### config.mk
export PLATFORM = sky130hd
export DESIGN_NAME = dfr_reporter
export DESIGN_NICKNAME = d
export VERILOG_FILES = /design/src/hdl/dfr_pkg.sv /design/src/hdl/dfr_reporter.sv
export SDC_FILE = /design/constraint.sdc
export NUM_CORES = 1
export LEC_CHECK = 0
export ABC_CLOCK_PERIOD_IN_PS = 4000
export BUFFER_PORTS_ARGS = -buffer_cell sky130_fd_sc_hd__buf_4
export CAP_MARGIN = 20
export CORE_MARGIN = 2
export CORE_UTILIZATION = 40
export CTS_CLUSTER_DIAMETER = 100
export DETAILED_ROUTE_END_ITERATION = 8
export PLACE_DENSITY = 0.67
export RECOVER_POWER = 100
export SETUP_SLACK_MARGIN = 0.5
export SLEW_MARGIN = 20
export SYNTH_ARGS = -nofsm -noshare
export SYNTH_HDL_FRONTEND = slang
export SYNTH_SLANG_ARGS = --single-unit
### constraint.sdc
create_clock -name clock -period 4 [get_ports clock]
set_input_delay 0.4 -clock clock [delete_from_list [all_inputs] [get_ports clock]]
set_output_delay 0.4 -clock clock [all_outputs]
set_load 0.005 [all_outputs]
### src/hdl/dfr_pkg.sv
// Package for the disc fault code reporter: fault codes, classes, timing.
// Assumes a single 125 MHz clock domain.
package dfr_pkg;

   // ==========================================================
   // Timing
   localparam int CLK_MHZ = 125;
   localparam int XFER_LIMIT_MS = 10;
   localparam int XFER_LIMIT_CYC = XFER_LIMIT_MS * 1000 * CLK_MHZ;
   localparam int CMD_LIMIT_CYC = 1000000;
   localparam int RETRY_LIMIT = 8;

   // ==========================================================
   // Fault events, one bit each, index gives priority (lowest wins)
   localparam int NUM_EVT = 48;
   localparam int EV_HDR_TMO = 0;
   localparam int EV_FATAL_RD = 1;
   localparam int EV_FATAL_WR = 2;
   localparam int EV_RX_FMT = 3;
   localparam int EV_RX_VFY = 4;
   localparam int EV_RX_HDR = 5;
   localparam int EV_SPR_HDR_TMO = 6;
   localparam int EV_SPR_DEALLOC_TMO = 7;
   localparam int EV_SPR_FLAG_TMO = 8;
   localparam int EV_SPR_PRE_TMO = 9;
   localparam int EV_RX_FMT_TMO = 10;
   localparam int EV_RX_HDR_TMO = 11;
   localparam int EV_RX_VFY_TMO = 12;
   localparam int EV_DEFECT_ED = 13;
   localparam int EV_SPR_FLAG_ERR = 14;
   localparam int EV_SPR_TRK_ERR = 15;
   localparam int EV_SPR_DEALLOC_ERR = 16;
   localparam int EV_FIFO_RD = 17;
   localparam int EV_FIFO_WR = 18;
   localparam int EV_HDR_MATCH = 19;
   localparam int EV_CORR_SPUR = 20;
   localparam int EV_LATE_SPUR = 21;
   localparam int EV_IF_FATAL_RD = 22;
   localparam int EV_IF_FATAL_WR = 23;
   localparam int EV_LOG_UNREC = 24;
   localparam int EV_LOG_NOVALID = 25;
   localparam int EV_ATN_FLAG = 26;
   localparam int EV_ATN_PRE = 27;
   localparam int EV_ATN_HDR = 28;
   localparam int EV_ATN_DEALLOC = 29;
   localparam int EV_ATN_LOCAL_RD = 30;
   localparam int EV_LSEEK_TMO = 31;
   localparam int EV_PSEEK_TMO = 32;
   localparam int EV_LSEEK_DEFECT = 33;
   localparam int EV_NOINT_DEFECT = 34;
   localparam int EV_NOINT_FULL = 35;
   localparam int EV_ERT_OVF = 36;
   localparam int EV_LOG_PWRUP = 37;
   localparam int EV_ECC_TMO = 38;
   localparam int EV_COMM_TMO = 39;
   localparam int EV_XFER_SET = 40;
   localparam int EV_XFER_CLR = 41;
   localparam int EV_CMD_TMO = 42;
   localparam int EV_RETRY_OUT = 43;
   localparam int EV_STAT_FAIL = 44;
   localparam int EV_SAVE_CTL = 45;
   localparam int EV_SAVE_IF = 46;
   localparam int EV_SPARE = 47;

   // ==========================================================
   // Code for each event, same order as the indices above
   localparam logic [7:0] CODE_TABLE [NUM_EVT] = '{
      8'h60, 8'h62, 8'h63, 8'h64, 8'h65, 8'h66, 8'h68, 8'h69,
      8'h6A, 8'h6B, 8'h6C, 8'h6D, 8'h6E, 8'h71, 8'h72, 8'h73,
      8'h74, 8'h81, 8'h82, 8'h83, 8'h86, 8'h87, 8'h91, 8'h92,
      8'h9E, 8'h9F, 8'hA0, 8'hA1, 8'hA2, 8'hA3, 8'hAA, 8'hB0,
      8'hB1, 8'hB2, 8'hBE, 8'hBF, 8'hC0, 8'hC1, 8'hC5, 8'hCB,
      8'hD0, 8'hD1, 8'hD2, 8'hD3, 8'hD5, 8'h67, 8'h9D, 8'h00};

   // Layout classes of the parameter bytes
   typedef enum logic [2:0] {
      CLS_CTL = 3'h1,
      CLS_IF = 3'h2,
      CLS_PLAIN = 3'h4
   } dfr_class_t;

   // First event of the interface class and of the plain class
   localparam int FIRST_IF = 22;
   localparam int FIRST_PLAIN = 31;

   // Reset values of the held status
   localparam logic [7:0] BYTE_RST = 8'h00;

   // Register map
   localparam logic [3:0] ADR_CODE = 4'h0;
   localparam logic [3:0] ADR_BYTE8 = 4'h1;
   localparam logic [3:0] ADR_BYTE9 = 4'h2;
   localparam logic [3:0] ADR_BYTE10 = 4'h3;
   localparam logic [3:0] ADR_STATUS = 4'h4;
   localparam logic [3:0] ADR_LOG = 4'h5;
   localparam logic [3:0] ADR_ACK = 4'h6;

endpackage : dfr_pkg

### src/hdl/dfr_reporter.sv
// Fault classifier, status byte holder and drive handshake supervisor.
// Assumes synchronous inputs on one clock, and a host that reads status
// over the plain register port.
//
// Notes on behaviour
// - Controller faults: code, controller status, error bytes
// - Header read timeout reports 60
// - Controller fatal fault: 62 read, 63 write
// - Retries out: 64/65/66, after timeout 6C/6E/6D
// - Codes 67, 9D never touch status
// - Sparing timeouts report 68 to 6B
// - Defect list error 71, sparing errors 72-74
// - FIFO loss: 81 read, 82 write
// - Interface faults: code, compressed status, vendor byte
// - Attention in local read: 8'hAA, no retry
// - Attention during sparing reports A0 to A3
// - Logs unreadable 9E, no valid copy 9F
// - Plain unit faults: bytes eight to ten zero
// - Seek timeouts B0, B1; defective track B2
// - Acknowledge 10 ms limits, else D0 or D1
// - Command complete timeout D2, retries out D3
// - Interface status request failure reports D5
// - Test log overflow C0, log read C1
// - ECC cycle timeout C5, comm timeout CB
// - Header-match failure 83, missed seek flag if status bit 0 (head error) clear
// - Spurious correction 86, late interlock 87
// - Missing controller interrupt BE, BF
module dfr_reporter
   import dfr_pkg::*;
#(
   parameter int XFER_CYC = XFER_LIMIT_CYC,
   parameter int CMD_CYC = CMD_LIMIT_CYC,
   parameter int RETRIES = RETRY_LIMIT
) (
   input wire logic clock,
   input wire logic rst,
   input wire logic [NUM_EVT-1:0] faultEvt,
   input wire logic [7:0] ctlStatus,
   input wire logic [7:0] ctlError,
   input wire logic [7:0] ifStatus,
   input wire logic [7:0] vendorStatus,
   input wire logic xferReq,
   input wire logic xferAck,
   input wire logic cmdSent,
   input wire logic cmdComplete,
   input wire logic cmdRetry,
   input wire logic [3:0] regAddr,
   input wire logic [7:0] regWrData,
   input wire logic regWr,
   input wire logic regRd,
   output logic [7:0] regRdData,
   output logic faultValid,
   output logic logValid,
   output logic [7:0] logCode,
   output logic [7:0] logStatus,
   output logic [7:0] logExtra,
   output logic noRetry,
   output logic missedSeek
);

   // ==========================================================
   // Drive handshake supervision
   logic [31:0] xferCnt_q;
   logic [31:0] cmdCnt_q;
   logic cmdBusy_q;
   logic [7:0] retryCnt_q;
   logic xferSetTmo, xferClrTmo, cmdTmo, retryOut;
   logic ackPending;

   // Waiting means request and acknowledge disagree
   assign ackPending = xferReq ^ xferAck;

   always_ff @(posedge clock or posedge rst) begin
      if (rst) begin
         xferCnt_q <= 32'h0;
      end else if (!ackPending) begin
         xferCnt_q <= 32'h0;
      end else if (xferCnt_q != 32'(XFER_CYC)) begin
         xferCnt_q <= xferCnt_q + 32'h1;
      end
   end

   // One pulse when the limit is first reached
   assign xferSetTmo = ackPending && xferReq && xferCnt_q == 32'(XFER_CYC - 1);
   assign xferClrTmo = ackPending && !xferReq && xferCnt_q == 32'(XFER_CYC - 1);

   always_ff @(posedge clock or posedge rst) begin
      if (rst) begin
         cmdBusy_q <= 1'b0;
         cmdCnt_q <= 32'h0;
      end else if (cmdSent) begin
         cmdBusy_q <= 1'b1;
         cmdCnt_q <= 32'h0;
      end else if (cmdComplete || cmdTmo) begin
         cmdBusy_q <= 1'b0;
      end else if (cmdBusy_q) begin
         cmdCnt_q <= cmdCnt_q + 32'h1;
      end
   end

   assign cmdTmo = cmdBusy_q && !cmdComplete && cmdCnt_q == 32'(CMD_CYC - 1);

   always_ff @(posedge clock or posedge rst) begin
      if (rst) begin
         retryCnt_q <= 8'h00;
      end else if (cmdComplete) begin
         retryCnt_q <= 8'h00;
      end else if (cmdRetry && retryCnt_q != 8'hFF) begin
         retryCnt_q <= retryCnt_q + 8'h01;
      end
   end

   assign retryOut = cmdRetry && retryCnt_q == 8'(RETRIES);

   // ==========================================================
   // Event merge and priority pick
   logic [NUM_EVT-1:0] evt;
   logic evtAny;
   logic [5:0] evtIdx;

   always_comb begin
      evt = faultEvt;
      evt[EV_XFER_SET] = faultEvt[EV_XFER_SET] | xferSetTmo;
      evt[EV_XFER_CLR] = faultEvt[EV_XFER_CLR] | xferClrTmo;
      evt[EV_CMD_TMO] = faultEvt[EV_CMD_TMO] | cmdTmo;
      evt[EV_RETRY_OUT] = faultEvt[EV_RETRY_OUT] | retryOut;
      evt[EV_SAVE_CTL] = 1'b0;
      evt[EV_SAVE_IF] = 1'b0;
      evt[EV_SPARE] = 1'b0;
   end

   always_comb begin
      evtAny = 1'b0;
      evtIdx = 6'h00;
      for (int i = NUM_EVT - 1; i >= 0; i--) begin
         if (evt[i]) begin
            evtAny = 1'b1;
            evtIdx = 6'(i);
         end
      end
   end

   // ==========================================================
   // Classify and form the parameter bytes
   dfr_class_t cls;
   logic [7:0] codeD, byte8D, byte9D;

   always_comb begin
      if (int'(evtIdx) < FIRST_IF) begin
         cls = CLS_CTL;
      end else if (int'(evtIdx) < FIRST_PLAIN) begin
         cls = CLS_IF;
      end else begin
         cls = CLS_PLAIN;
      end
   end

   // Table lookup
   assign codeD = CODE_TABLE[evtIdx];

   always_comb begin
      case (cls)
         CLS_CTL: begin
            byte8D = ctlStatus;
            byte9D = ctlError;
         end
         CLS_IF: begin
            byte8D = ifStatus;
            byte9D = vendorStatus;
         end
         default: begin
            byte8D = BYTE_RST;
            byte9D = BYTE_RST;
         end
      endcase
   end

   // ==========================================================
   // Held status bytes, locked until the host acknowledges
   logic valid_q;
   logic [7:0] code_q, byte8_q, byte9_q;
   logic missed_q;
   logic hostAck;
   logic capture;

   // Write of 1 to the acknowledge register frees the holder
   assign hostAck = regWr && regAddr == ADR_ACK && regWrData[0];
   // A new fault in the ack cycle is taken, not lost
   assign capture = evtAny && (!valid_q || hostAck);

   always_ff @(posedge clock or posedge rst) begin
      if (rst) begin
         valid_q <= 1'b0;
      end else if (capture) begin
         valid_q <= 1'b1;
      end else if (hostAck) begin
         valid_q <= 1'b0;
      end
   end

   always_ff @(posedge clock or posedge rst) begin
      if (rst) begin
         code_q <= BYTE_RST;
         byte8_q <= BYTE_RST;
         byte9_q <= BYTE_RST;
         missed_q <= 1'b0;
      end else if (capture) begin
         code_q <= codeD;
         byte8_q <= byte8D;
         byte9_q <= byte9D;
         // Head error flag assumed in status bit 0
         missed_q <= evtIdx == 6'(EV_HDR_MATCH) && !ctlStatus[0];
      end
   end

   // ==========================================================
   // Fault log entry, one cycle per accepted fault
   always_ff @(posedge clock or posedge rst) begin
      if (rst) begin
         logValid <= 1'b0;
         logCode <= BYTE_RST;
         logStatus <= BYTE_RST;
         logExtra <= BYTE_RST;
         noRetry <= 1'b0;
      end else begin
         // Logs every fault except the save markers, even while the status holder is locked
         logValid <= evtAny;
         logCode <= codeD;
         logStatus <= byte8D;
         logExtra <= cls == CLS_PLAIN ? BYTE_RST : byte9D;
         noRetry <= evt[EV_ATN_LOCAL_RD];
      end
   end

   // ==========================================================
   // Register read port, data one cycle after the strobe
   always_ff @(posedge clock or posedge rst) begin
      if (rst) begin
         regRdData <= 8'h00;
      end else if (!regRd) begin
         regRdData <= 8'h00;
      end else if (regAddr == ADR_CODE) begin
         regRdData <= code_q;
      end else if (regAddr == ADR_BYTE8) begin
         regRdData <= byte8_q;
      end else if (regAddr == ADR_BYTE9) begin
         regRdData <= byte9_q;
      end else if (regAddr == ADR_BYTE10) begin
         regRdData <= BYTE_RST;
      end else if (regAddr == ADR_STATUS) begin
         regRdData <= {5'h00, cmdBusy_q, missed_q, valid_q};
      end else if (regAddr == ADR_LOG) begin
         regRdData <= retryCnt_q;
      end else begin
         regRdData <= 8'h00;
      end
   end

   assign faultValid = valid_q;
   assign missedSeek = missed_q;

endmodule : dfr_reporter

After elaboration in Yosys (flattened, before gate mapping)

Memory sizes are Yosys's and may differ from the RTL's.
Index checks and enable logic that the tools add are counted.

$add $sub $neg: 3
Order comparisons: 3
Equal/unequal tests: 17
Multiplexer cells: 115
Bitwise operators: 6
Reductions and logical operators: 24

Operators by type and width:

| operator                | number |
|---|---|
| $mux W6                 | 45 |
| $mux W32                | 5 |
| $mux W8                 | 12 |
| $add A32 B1 Y32 const B | 2 |
| $mux W1                 | 49 |
| $eq A32 B20 Y1 const B  | 1 |
| $eq A32 B21 Y1 const B  | 1 |
| $ne A32 B21 Y1 const B  | 1 |
| $pmux W8 S2             | 2 |
| $eq A4 B3 Y1 const B    | 3 |
| $logic_and A1 B1 Y1     | 12 |
| $lt A6 B5 Y1 const B    | 2 |
| $add A8 B1 Y8 const B   | 1 |
| $eq A4 B2 Y1 const B    | 2 |
| $eq A8 B4 Y1 const B    | 1 |
| $ne A8 B8 Y1 const B    | 1 |
| $reduce_bool A2 Y1      | 4 |
| $ge A7 B7 Y1 const B    | 1 |
| $not A6 Y7              | 1 |
| $eq A6 B5 Y1 const B    | 1 |
| $mux W3                 | 2 |
| $eq A4 B1 Y1 const B    | 1 |
| $logic_not A1 Y1        | 4 |
| $logic_not A4 Y1        | 1 |
| other kinds (9)         | 13 |

Register bits: 133
Bits in read-only memories: 512
Input port bits: 101
Output and inout port bits: 36
Memories kept: 1

Memory list:

| name            | depth | bits a word | read ports | clocked after memory_dff | wr ports | line                | source |
|---|---|---|---|---|---|---|---|
| (no name shown) | 64    | 8           | 1          | 0                        | 0        | dfr_reporter.sv:159 | `assign codeD = CODE_TABLE[evtIdx];` |

Longest topological paths before layout

Gate-level depths: netlist of the first run.

Word-level depth: 53
Mapped depth: 15
Mapped depth without buffers: 14

Worst setup path after synthesis of the first run

No wires, ideal clock.

Kind: register to register
Start point: reg xferCnt_q[19]
End point: reg code_q[0]
Arrival: 3.628 ns
Required time: 3.875 ns
Setup slack: 0.247 ns
Cell stages (with the launch flop): 15
Buffers on the path: 1
Period minus slack after synthesis: 3.753 ns
Cells stage by stage: dfrtp_1 -> or4b_1 -> or4_4 -> o41a_1 -> o211a_2 -> o32ai_1 -> or3_1 -> buf_2 -> inv_1 -> ha_1 -> inv_1 -> mux2i_1 -> a2111oi_2 -> a311oi_2 -> mux2_2

Word-level cells in the longest chain between the ends: 49

RTL lines:

| item                                            | line                                   | source |
|---|---|---|
| from (decl)                                     | dfr_reporter.sv:63                     | `logic [31:0] xferCnt_q;` |
| from (signal assigned)                          | dfr_reporter.sv:79                     | `xferCnt_q <= xferCnt_q + 32'h1;` |
| $eq A32 B21 Y1 (*)                              | dfr_reporter.sv:84, dfr_reporter.sv:85 |  |
| $logic_and A1 B1 Y1                             | dfr_reporter.sv:85                     | `assign xferClrTmo = ackPending && !xferReq && xferCnt_q == 32'(XFER_CYC - 1);` |
| $or A1 B1 Y1                                    | dfr_reporter.sv:124                    | `evt[EV_XFER_CLR] = faultEvt[EV_XFER_CLR] \| xferClrTmo;` |
| $mux W6                                         | dfr_reporter.sv:136                    | `if (evt[i]) begin` |
| $mux W6 (*) (41 in series)                      | dfr_reporter.sv:136                    |  |
| $not A6 Y7 (not written as such) (*)            | dfr_reporter.sv:159                    |  |
| $mem_v2 Z64 W8 (*)                              | -                                      |  |
| $mux W8 (not written as such) (*) (2 in series) | dfr_reporter.sv:159                    |  |
| net codeD[0]                                    | dfr_reporter.sv:146                    | `logic [7:0] codeD, byte8D, byte9D;` |
| to (signal assigned)                            | dfr_reporter.sv:208                    | `code_q <= codeD;` |
| to (decl)                                       | dfr_reporter.sv:181                    | `logic [7:0] code_q, byte8_q, byte9_q;` |

The timed path passes the listed nets; every way through them passes the cells marked *. The select of a mux whose other input is x is not followed.
A chain may end at the register's enable or synchronous reset.

Final worst setup path of the first run

Start point: reg xferCnt_q[18]
End point: reg logExtra[1]

Word-level cells in the longest chain between the ends: 51

RTL lines:

| item                                                | line                                   | source |
|---|---|---|
| $eq A32 B21 Y1 (*)                                  | dfr_reporter.sv:84, dfr_reporter.sv:85 |  |
| $logic_and A1 B1 Y1                                 | dfr_reporter.sv:85                     |  |
| $or A1 B1 Y1                                        | dfr_reporter.sv:124                    |  |
| $mux W6                                             | dfr_reporter.sv:136                    |  |
| $mux W6 (*) (41 in series)                          | dfr_reporter.sv:136                    |  |
| $lt A6 B5 Y1                                        | dfr_reporter.sv:151                    | `end else if (int'(evtIdx) < FIRST_PLAIN) begin` |
| $mux W3                                             | dfr_reporter.sv:151                    |  |
| $mux W3 (*)                                         | dfr_reporter.sv:149                    | `if (int'(evtIdx) < FIRST_IF) begin` |
| $eq A3 B2 Y1 / $eq A3 B1 Y1 (equally long branches) | dfr_reporter.sv:162                    | `case (cls)` |
| $pmux W8 S2                                         | dfr_reporter.sv:162                    |  |
| $mux W8 (*)                                         | dfr_reporter.sv:230                    | `logExtra <= cls == CLS_PLAIN ? BYTE_RST : byte9D;` |
| to (signal assigned)                                | dfr_reporter.sv:230                    |  |
| to (decl)                                           | dfr_reporter.sv:56                     | `output logic [7:0] logExtra,` |

Every way passes the cells marked *; elsewhere a longest branch is shown, timed or not.

==> impl_metrics.env, run 1 <==
export IMPL_rows=49
export IMPL_failed_checks="capacitance limit, slew limit"
export IMPL_worstPathMaxFanout=15
export IMPL_syn_num_nets=913
export IMPL_p_leak_nw=4.15
export IMPL_timing_slew_headroom_pct=-19.4
export IMPL_io_buffers=126
export IMPL_regArea_sq_mm=0.00333
export IMPL_ant_nets=0
export IMPL_grt_pass1_vias=6244
export IMPL_critical_path_required_ns=4.29
export IMPL_cp_start_kind="flop"
export IMPL_power_total_mw=3.33
export IMPL_r2r_setup_slack_ns=0.48
export IMPL_ir_drop_uv=337
export IMPL_reg2reg_from="xferCnt_q[18]$_DFFE_PP0P_"
export IMPL_grt_start_max_net_pins=94
export IMPL_yosysMostFrequentCell="dfrtp_1"
export IMPL_antenna_found_initial=2
export IMPL_cts_buffers=17
export IMPL_syn_area_sq_mm=0.00738
export IMPL_syn2layout_area_growth_pct=29.7
export IMPL_start_util_pct=40.9
export IMPL_syn_inst=797
export IMPL_async_reset_ff_share_pct=100
export IMPL_dp_hpwl_mm=13.7
export IMPL_placed_area_sq_mm=0.00867
export IMPL_yosysSeqAreaShare_pct=45.1
export IMPL_outcome="finished with violations"
export IMPL_cts_clk_slew_worst_paths_ns=0.06
export IMPL_endpoint="logExtra[1]$_DFF_PP0_"
export IMPL_antennaDiodeCount=0
export IMPL_nets=1066
export IMPL_die_y_um=140
export IMPL_route_met3_wl_mm=1.02
export IMPL_ctsHtreeMaxLevel=4
export IMPL_yosys_warnings=0
export IMPL_core_sq_mm=0.0180
export IMPL_clockBufferDepth=2
export IMPL_clock_skew_ns=0.0101
export IMPL_fillCellCount=1638
export IMPL_r2r_end="logExtra[1]$_DFF_PP0_"
export IMPL_cts_sinks=133
export IMPL_drc=0
export IMPL_crit_type="flop to flop"
export IMPL_crit_path_max_incr_delay_ns=0.55
export IMPL_power_per_cell_area_mw_per_mm2=348
export IMPL_avgRoutedWirePerCell_um=16.2
export IMPL_multi_input_area_sq_mm=0.00406
export IMPL_grt_setup_unrepaired="true"
export IMPL_vias=6411
export IMPL_synthTopCellsByCount="dfrtp_1, nor2_1, nand2_1"
export IMPL_dr_max_layer_used="met5"
export IMPL_track_usage_pct=19.6
export IMPL_grt_pass1_wl_mm=31.2
export IMPL_cts_tree="built"
export IMPL_hold_path_class="primary input to flop"
export IMPL_synth_largest_area_cell="dfrtp_1"
export IMPL_drv_slew=41
export IMPL_crit_slowest_cell="or4_1"
export IMPL_r2r_cells=13
export IMPL_crit_chain="or3b_4 > or4_1 > nor3_2 > a221o_1 > a221oi_2 > buf_4 > a21oi_4 > buf_4 > ha_2 > nand2_1 > o21bai_1 > clkbuf_2 > nor2_1"
export IMPL_critPathCaptureType="flop"
export IMPL_met1_length_mm=8.63
export IMPL_timing_final_crit_share_pct=87.9
export IMPL_die_x_um=140
export IMPL_drive_gt1_share_pct=25.6
export IMPL_yosysTopAreaCellShare_pct=45.1
export IMPL_avgSynthCellArea_sq_um=9.26
export IMPL_ctsHoldBuffers=0
export IMPL_drt_initial_drc_count=496
export IMPL_finalWirelength_mm=19.3
export IMPL_met2WireLength_mm=9.33
export IMPL_cts_root_buf="clkbuf_16"
export IMPL_gp_congestion=0.879
export IMPL_grt_ovfl_total=0
export IMPL_fin_area_sq_mm=0.00957
export IMPL_setup_viol=0
export IMPL_worstSetupStartpoint="xferCnt_q[18]$_DFFE_PP0P_"
export IMPL_maxCapViolCount=1
export IMPL_via_per_inst=5.38
export IMPL_fmax_mhz=284
export IMPL_first_pass_iters=5
export IMPL_setup_tns_ns=0
export IMPL_synth_seq_cells=133
export IMPL_report_final_hold_viol_count=0
export IMPL_synth_ff_type="dfrtp_1"
export IMPL_synth_top_cells_by_area="dfrtp_1, nor2_1, xor2_1"
export IMPL_fp_dieArea_sq_mm=0.0195
export IMPL_period_minus_slack_ns=3.52
export IMPL_critPathArrivalTime_ns=3.81
export IMPL_instances_no_fill=1192
export IMPL_synth_cell_types=82
export IMPL_place_inst=1143
export IMPL_synth_edf_count=0
export IMPL_worstMarginPinSlew_ns=1.78
export IMPL_io_pins=137
export IMPL_insertion_delay_ns=0.42
export IMPL_cpMostUsedCell="buf_4"
==> worst min-delay path by stage <==
stage	from	end	slack [ns]	depth (start not counted)
3_3_place_gp	byte9_q[7]$_DFFE_PP0P_	byte9_q[7]$_DFFE_PP0P_	0.47	2
2_1_floorplan	faultEvt[30]	noRetry$_DFF_PP0_	0.43	0
5_1_grt	ctlStatus[0]	missedSeek$_DFFE_PP0P_	0.18	2
3_5_place_dp	byte8_q[5]$_DFFE_PP0P_	byte8_q[5]$_DFFE_PP0P_	0.48	2
6_report	faultEvt[30]	noRetry$_DFF_PP0_	0.18	1
4_1_cts	faultEvt[30]	noRetry$_DFF_PP0_	0.12	1
==> cells in the final DEF (no fill, tap or decap), types with 4 or more instances in the layout <==
| master | instances |
|---|---|
| a22o_1 | 6 |
| nor3_1 | 18 |
| mux2_2 | 7 |
| or3_1 | 9 |
| or4_1 | 4 |
| a31oi_1 | 4 |
| buf_4 | 110 |
| o21ai_0 | 33 |
| nor2_1 | 126 |
| o21ai_1 | 4 |
| inv_1 | 26 |
| and2_0 | 4 |
| nand2b_1 | 6 |
| o31ai_1 | 4 |
| nor4_1 | 19 |
| clkinv_4 | 5 |
| xor2_1 | 43 |
| dfrtp_1 | 133 |
| clkbuf_1 | 6 |
| xnor2_1 | 17 |
| clkbuf_4 | 37 |
| nand3_1 | 38 |
| a21oi_1 | 33 |
| mux2i_1 | 8 |
| nand2_1 | 68 |
| nor2b_1 | 14 |
| nand4_1 | 12 |
| and3_1 | 13 |
| a222oi_1 | 5 |
| o21bai_1 | 4 |
| ha_1 | 11 |
| clkbuf_16 | 18 |
| mux2i_2 | 10 |
==> critical path, delay by kind of cell (launching register included) <==
family	cells	cell delay [ns]
AND/OR/NAND/NOR	5	1.31
buffers and inverters	3	0.71
flip-flops	1	0.40
AO/OA/AOI/OAI	4	0.71
adder cells (fa/ha/maj)	1	0.26
==> state kept, by name, summed over array words and instances (netlist names) <==
signal	flops
retryCnt_q	8
regRdData	8
logExtra	8
cmdBusy_q	1
xferCnt_q	32
logStatus	8
byte8_q	8
noRetry	1
code_q	8
logValid	1
faultValid	1
byte9_q	8
cmdCnt_q	32
logCode	8
missedSeek	1
==> where the power goes <==
group          internal [mW]  switching (mW)  total, mW
sequential              1.41          0.0413       1.45
combinational          0.177           0.200      0.377
clock                  0.894           0.610       1.50
==> per-layer routing <==
| metal | vias to the layer above | global-route usage (%) |
|---|---|---|
| met4 | 4 | 4.84 |
| met1 | 3078 | 25.6 |
| met2 | 158 | 32.9 |
| met5 | - | 0 |
| met3 | 22 | 4.96 |
| li1 | 3149 | - |
==> stage by stage <==
step	worst slack (ns)	hold slack [ns]	utilization, %
floorplan	0.502	0.431	-
finish	0.485	0.182	53.1
CTS	0.499	0.116	52.3
global placement	0.210	0.469	48.1
global route	0.223	0.178	53.1
detailed placement	0.162	0.479	48.1
==> repair_timing <==
action,in CTS,in global routing
setup endpoints to repair,28,37
resized for setup,23,25
pin swaps,8,11
cloned,0,1
buffers inserted,8,8
==> area by class of cell <==
class	instances	share of cell area, %
clock buffers	19	4.73
clock inverters	13	1.28
inverters	30	1.24
multi-input cells	610	42.4
flip-flops and latches	133	34.8
well taps	229	3.00
repair buffers	158	12.6
==> logic make-up after synthesis <==
logic type               Yosys count  share of synthesized area (%)
buffers and inverters             54                           3.07
XOR/XNOR                          60                           7.12
AO/OA/AOI/OAI                    148                           14.5
flip-flops                       133                           45.1
AND/OR/NAND/NOR                  358                           23.6
multiplexers                      29                           4.07
adder cells (fa/ha/maj)           15                           2.54
No activity file was read; power rests on OpenSTA's default activity.
==> inputs of run 2 (changes only) <==
--- a/config.mk
+++ b/config.mk
@@ -12,7 +12,7 @@
 export CORE_UTILIZATION = 40
 export CTS_CLUSTER_DIAMETER = 100
 export DETAILED_ROUTE_END_ITERATION = 8
-export PLACE_DENSITY = 0.67
+export PLACE_DENSITY_LB_ADDON = 0.15
 export RECOVER_POWER = 100
 export SETUP_SLACK_MARGIN = 0.5
 export SLEW_MARGIN = 20
==> run 2 against run 1 <==
Compared with the run above:
- the run still ends with capacitance limit, slew limit left
- clock power rose by 8%
- register-to-register slack got worse by 0.04 ns
- combinational power fell by 2%
- critical path depth rose by 2
- non-clock buffer count rose by 1
- largest power group unchanged
- highest routed layer is now met4
==> impl_metrics.env, run 2 (synthesized netlist as in run 1, its figures left out) <==
export IMPL_ctsHtreeMaxLevel=4
export IMPL_dp_hpwl_mm=13.8
export IMPL_instances_no_fill=1193
export IMPL_nets=1067
export IMPL_p_sw_share_pct=25.6
export IMPL_p_leak_nw=4.24
export IMPL_ir_drop_uv=408
export IMPL_min_path_cells=1
export IMPL_insertion_delay_ns=0.43
export IMPL_clock_skew_ns=0.0108
export IMPL_ctsHoldBuffers=0
export IMPL_clockBufferDepth=2
export IMPL_worstMarginPinSlew_ns=2.98
export IMPL_period_minus_slack_ns=3.55
export IMPL_antenna_found_initial=0
export IMPL_power_per_cell_area_mw_per_mm2=359
export IMPL_internal_power_mw=2.56
export IMPL_drc=0
export IMPL_r2r_cells=15
export IMPL_first_pass_iters=5
export IMPL_grt_setup_unrepaired="true"
export IMPL_cts_clk_slew_worst_paths_ns=0.06
export IMPL_placed_area_sq_mm=0.00870
export IMPL_setup_tns_ns=0
export IMPL_die_x_um=140
export IMPL_failed_checks="capacitance limit, slew limit"
export IMPL_critPathCaptureType="flop"
export IMPL_io_pins=137
export IMPL_cp_start_kind="flop"
export IMPL_grt_start_max_net_pins=134
export IMPL_report_final_hold_viol_count=0
export IMPL_die_y_um=140
export IMPL_avgRoutedWirePerCell_um=16.0
export IMPL_critPathArrivalTime_ns=3.86
export IMPL_rows=49
export IMPL_crit_type="flop to flop"
export IMPL_seqPwrFrac_pct=42.2
export IMPL_syn2layout_area_growth_pct=29.7
export IMPL_fmax_mhz=282
export IMPL_maxCapViolCount=1
export IMPL_timing_slew_headroom_pct=-98.7
export IMPL_final_common_cell="dfrtp_1"
export IMPL_fin_area_sq_mm=0.00957
export IMPL_grt_ovfl_total=0
export IMPL_gp_congestion=0.889
export IMPL_layout_common_cells="dfrtp_1, nor2_1, buf_4"
export IMPL_power_frac_clock_pct=47.1
export IMPL_finalWirelength_mm=19.1
export IMPL_grt_pass1_vias=6260
export IMPL_via_per_inst=5.31
export IMPL_core_sq_mm=0.0180
export IMPL_timing_final_crit_share_pct=88.8
export IMPL_power_total_mw=3.43
export IMPL_cts_sinks=133
export IMPL_track_usage_pct=19.8
export IMPL_drt_initial_drc_count=434
export IMPL_fillCellCount=1704
export IMPL_cts_tree="built"
export IMPL_top_regs="cmdCnt_q x32, xferCnt_q x32"
export IMPL_place_inst=1146
export IMPL_io_buffers=126
export IMPL_drive_gt1_share_pct=24.5
export IMPL_fp_dieArea_sq_mm=0.0195
export IMPL_vias=6333
export IMPL_start_util_pct=40.9
export IMPL_worstPathMaxFanout=5
export IMPL_cts_buffers=17
export IMPL_comb_power_share_pct=10.7
export IMPL_hold_path_class="primary input to flop"
export IMPL_drv_slew=134
export IMPL_outcome="finished with violations"
export IMPL_antennaDiodeCount=0
export IMPL_cts_root_buf="clkbuf_16"
export IMPL_ant_nets=0
export IMPL_grt_pass1_wl_mm=31.4
export IMPL_critical_path_required_ns=4.31
export IMPL_power_switching_mw=0.878
export IMPL_setup_viol=0
-- run 2: cell types whose count changed in the layout (fill, tap and decap cells not counted), sizes merged --
cell,change
clkbuf,-1
clkinvlp,+1
buf,+2
inv,+5
clkinv,-7
bufinv,+1
-- run 2: final cells by class --
| class | count | area, sq um | share of cell area [%] |
|---|---|---|---|
| Timing Repair Buffer | 159 | 1180 | 12.4 |
| Inverter | 30 | 120 | 1.26 |
| Clock buffer | 19 | 453 | 4.73 |
| Tap cell | 229 | 287 | 2.99 |
| Multi-Input combinational cell | 610 | 4040 | 42.2 |
| Sequential cell | 133 | 3330 | 34.8 |
| Clock inverter | 13 | 159 | 1.66 |
-- run 2: critical path, stage by stage (launching register included) --
cell and delay [ns]:
dfrtp_1 0.37, or4b_1 0.52, or4_1 0.46, clkbuf_1 0.17, nor3_4 0.15, buf_6 0.12
a2111oi_4 0.06, a221oi_2 0.24, buf_4 0.17, a21oi_4 0.06, buf_4 0.16, ha_4 0.19
a41oi_2 0.21, o311ai_1 0.12, o311a_1 0.15, mux2_2 0.27
-- run 2: stage by stage --
stage	hold WS, ns	util, %	worst slack, ns
4_1_cts	0.0954	52.7	0.436
6_report	0.158	53.1	0.448
2_1_floorplan	0.431	-	0.502
3_3_place_gp	0.466	48.2	0.212
3_5_place_dp	0.475	48.2	0.167
5_1_grt	0.158	53.1	0.204
-- run 2: final timing paths --
path | startpoint | end | slack (ns)
max | xferCnt_q[19]$_DFFE_PP0P_ | code_q[4]$_DFFE_PP0P_ | 0.45
min | faultEvt[30] | noRetry$_DFF_PP0_ | 0.16
max reg2reg | xferCnt_q[19]$_DFFE_PP0P_ | code_q[4]$_DFFE_PP0P_ | 0.45
min reg2reg | byte8_q[4]$_DFFE_PP0P_ | byte8_q[4]$_DFFE_PP0P_ | 0.48
max in group asynchronous | rst | xferCnt_q[18]$_DFFE_PP0P_ | 1.10
min in group asynchronous | rst | cmdCnt_q[2]$_DFFE_PP0P_ | 1.07
-- run 2: routing by layer --
| metal | global-route usage, % | share of wire [%] | vias to the layer above |
|---|---|---|---|
| met1 | 25.7 | 45 | 3033 |
| li1 | - | - | 3159 |
| met5 | 0 | 0 | - |
| met3 | 4.44 | 4.2 | 24 |
| met4 | 6.26 | 1.7 | 0 |
| met2 | 32.9 | 49 | 117 |
-- run 2: power by group through the flow --
| stage | logic, mW | registers (mW) | clock network [mW] |
|---|---|---|---|
| 2_1_floorplan | 0.188 | 1.46 | 0 |
| 3_3_place_gp | 0.350 | 1.47 | 0 |
| 3_5_place_dp | 0.354 | 1.47 | 0 |
| 4_1_cts | 0.372 | 1.45 | 1.65 |
| 5_1_grt | 0.416 | 1.46 | 1.70 |
| 6_report | 0.368 | 1.45 | 1.62 |
-- run 2: repair_timing --
item	CTS	global route
endpoints found under the setup margin	43	40
setup buffers	9	6
resized for setup	22	22
pin swaps	10	13
==> inputs of run 3 (changes only) <==
--- a/config.mk
+++ b/config.mk
@@ -5,7 +5,7 @@
 export SDC_FILE = /design/constraint.sdc
 export NUM_CORES = 1
 export LEC_CHECK = 0
-export ABC_CLOCK_PERIOD_IN_PS = 4000
+export ABC_CLOCK_PERIOD_IN_PS = 2900
 export BUFFER_PORTS_ARGS = -buffer_cell sky130_fd_sc_hd__buf_4
 export CAP_MARGIN = 20
 export CORE_MARGIN = 2
==> constraint.sdc (replaced) <==
create_clock -name clock -period 2.9 [get_ports clock]
set_input_delay 0.29 -clock clock [delete_from_list [all_inputs] [get_ports clock]]
set_output_delay 0.29 -clock clock [all_outputs]
set_load 0.005 [all_outputs]
==> run 3 against run 2 <==
Compared with the run above:
- the flow finishes with violations (capacitance limit, slew limit, setup timing)
- clock-buffer cell count fell by 2
- fmax rose by 1.1%
- clock skew rose by 0.0069 ns
- critical path depth fell by 4
- largest power group unchanged
- combinational power rose by 88%
- global-route usage rose by 2.8 points
- worst hold slack got worse by 0.051 ns
- first-iteration DRC count fell by 13%
- register-to-register slack got worse by 1.1 ns
- via count rose by 16%
- final cell count rose by 17%
- setup slack got worse by 1.1 ns
==> impl_metrics.env, run 3 (synthesized netlist as in run 1, its figures left out) <==
export IMPL_fillCellCount=1416
export IMPL_die_y_um=140
export IMPL_grt_ovfl_total=0
export IMPL_ant_nets=0
export IMPL_power_per_cell_area_mw_per_mm2=399
export IMPL_ir_drop_uv=400
export IMPL_worstPathMaxFanout=5
export IMPL_ctsHtreeMaxLevel=4
export IMPL_grt_setup_unrepaired="true"
export IMPL_critical_path_required_ns=3.20
export IMPL_first_pass_iters=5
export IMPL_grt_pass1_vias=7344
export IMPL_die_x_um=140
export IMPL_drive_gt1_share_pct=42.9
export IMPL_crit_path_max_incr_delay_ns=0.51
export IMPL_layout_common_cells="buf_4, dfrtp_1, nor2_1"
export IMPL_cts_sinks=133
export IMPL_grt_pass1_wl_mm=35.9
export IMPL_gp_congestion=0.926
export IMPL_via_per_inst=5.28
export IMPL_p_leak_nw=5.38
export IMPL_hold_path_class="primary input to flop"
export IMPL_vias=7367
export IMPL_cts_buffers=17
export IMPL_drc=0
export IMPL_drt_initial_drc_count=378
export IMPL_timing_final_crit_share_pct=121
export IMPL_grt_use_met1_pct=28.7
export IMPL_placed_area_sq_mm=0.0102
export IMPL_top_regs="cmdCnt_q x32, xferCnt_q x32"
export IMPL_cts_root_buf="clkbuf_16"
export IMPL_fp_dieArea_sq_mm=0.0195
export IMPL_finalWorstSetupSlack_ns=-0.612
export IMPL_report_final_hold_viol_count=0
export IMPL_dp_hpwl_mm=15.5
export IMPL_cts_tree="built"
export IMPL_avgRoutedWirePerCell_um=16.3
export IMPL_fmax_mhz=285
export IMPL_cp_start_kind="flop"
export IMPL_finalWirelength_mm=22.7
export IMPL_fin_area_sq_mm=0.0119
export IMPL_maxCapViolCount=1
export IMPL_multi_input_area_sq_mm=0.00460
export IMPL_insertion_delay_ns=0.43
export IMPL_syn2layout_area_growth_pct=61.0
export IMPL_worstMarginPinSlew_ns=1.78
export IMPL_grt_busiest_layer="met2"
export IMPL_nets=1269
export IMPL_crit_chain="or4b_1 > or4_4 > o41a_1 > o211a_4 > o32ai_4 > or3_4 > inv_4 > ha_4 > a32o_1 > o32a_1 > mux2_4"
export IMPL_regArea_sq_mm=0.00333
export IMPL_crit_slowest_cell="or4b_1"
export IMPL_period_minus_slack_ns=3.51
export IMPL_clockBufferDepth=2
export IMPL_place_inst=1326
export IMPL_crit_type="flop to flop"
export IMPL_antenna_found_initial=1
export IMPL_drv_slew=134
export IMPL_setup_viol=49
export IMPL_rows=49
export IMPL_final_common_cell="buf_4"
export IMPL_gr_usage_met2_pct=38.3
export IMPL_critPathCaptureType="flop"
export IMPL_critPathArrivalTime_ns=3.81
export IMPL_core_sq_mm=0.0180
export IMPL_track_usage_pct=22.6
export IMPL_grt_start_max_net_pins=134
export IMPL_clock_skew_ns=0.0177
export IMPL_grtUsageMet3_pct=4.61
export IMPL_outcome="finished with violations"
export IMPL_cts_clk_slew_worst_paths_ns=0.06
export IMPL_start_util_pct=40.9
export IMPL_io_pins=137
export IMPL_timing_slew_headroom_pct=-18.9
export IMPL_io_buffers=126
export IMPL_instances_no_fill=1396
export IMPL_failed_checks="capacitance limit, slew limit, setup timing"
-- run 3: changes by cell type in the layout (fill, tap and decap cells not counted), sizes merged --
cell | before | now
inv | 36 | 38
buf | 114 | 308
clkbuf | 64 | 68
bufinv | 2 | 0
clkdlybuf4s25 | 0 | 1
clkinvlp | 3 | 5
bufbuf | 0 | 1
diode | 0 | 1
-- run 3: power by group --
group          total, mW  internal [mW]  switching (mW)
Sequential          2.00           1.94          0.0536
Clock               2.05           1.13           0.917
Combinational      0.691          0.352           0.339
Total               4.73           3.42            1.31
-- run 3: timing repair --
action                                  CTS  global route
resized for setup                        60           108
hold endpoints to repair                  0             0
hold buffers                              0             0
pin swaps                                12            30
gates cloned                              4             1
buffers inserted                         10            22
endpoints found under the setup margin   65            71
-- run 3: cell type report --
type	count	area share, %
Multi-Input combinational cell	610	38.7
Sequential cell	133	28.0
Timing Repair Buffer	361	25.1
Clock buffer	17	3.58
Tap cell	229	2.41
Clock inverter	15	1.12
Inverter	30	1.00
Antenna cell	1	0.0211
-- run 3: critical path, delay by kind of cell (launching register included) --
family	cells	cell delay, ns
compound gates	5	1.31
fa+ha+maj	1	0.18
simple gates	3	1.19
buf+inv	1	0.07
flops	1	0.37
mux	1	0.26
-- run 3: stage by stage --
stage	hold WS (ns)	worst slack (ns)	power (mW)	TNS [ns]	utilization, %
global route	0.0870	-0.684	4.93	-26.42	65.9
global placement	0.467	-0.581	2.62	-19.86	56.6
detailed placement	0.476	-0.644	2.63	-21.62	56.6
finish	0.106	-0.612	4.73	-22.16	65.9
CTS	0.0697	-0.521	4.70	-18.83	62.5
floorplan	0.321	-0.514	2.28	-10.60	-
-- run 3: worst paths after layout --
check,from,to,slack (ns),cells past startpoint
hold reg to reg,byte9_q[5]$_DFFE_PP0P_,byte9_q[5]$_DFFE_PP0P_,0.48,2
max in group asynchronous,rst,byte8_q[0]$_DFFE_PP0P_,1.25,3
setup / recovery,xferCnt_q[19]$_DFFE_PP0P_,code_q[3]$_DFFE_PP0P_,-0.61,11
hold / removal,ctlStatus[0],missedSeek$_DFFE_PP0P_,0.11,2
setup reg to reg,xferCnt_q[19]$_DFFE_PP0P_,code_q[3]$_DFFE_PP0P_,-0.61,11
min in group asynchronous,rst,cmdCnt_q[18]$_DFFE_PP0P_,0.55,3
-- run 3: layer usage --
layer	wire [um]	vias up
met3	1070	43
li1	-	3581
met2	11400	199
met5	0	-
met1	9620	3544
met4	571	0
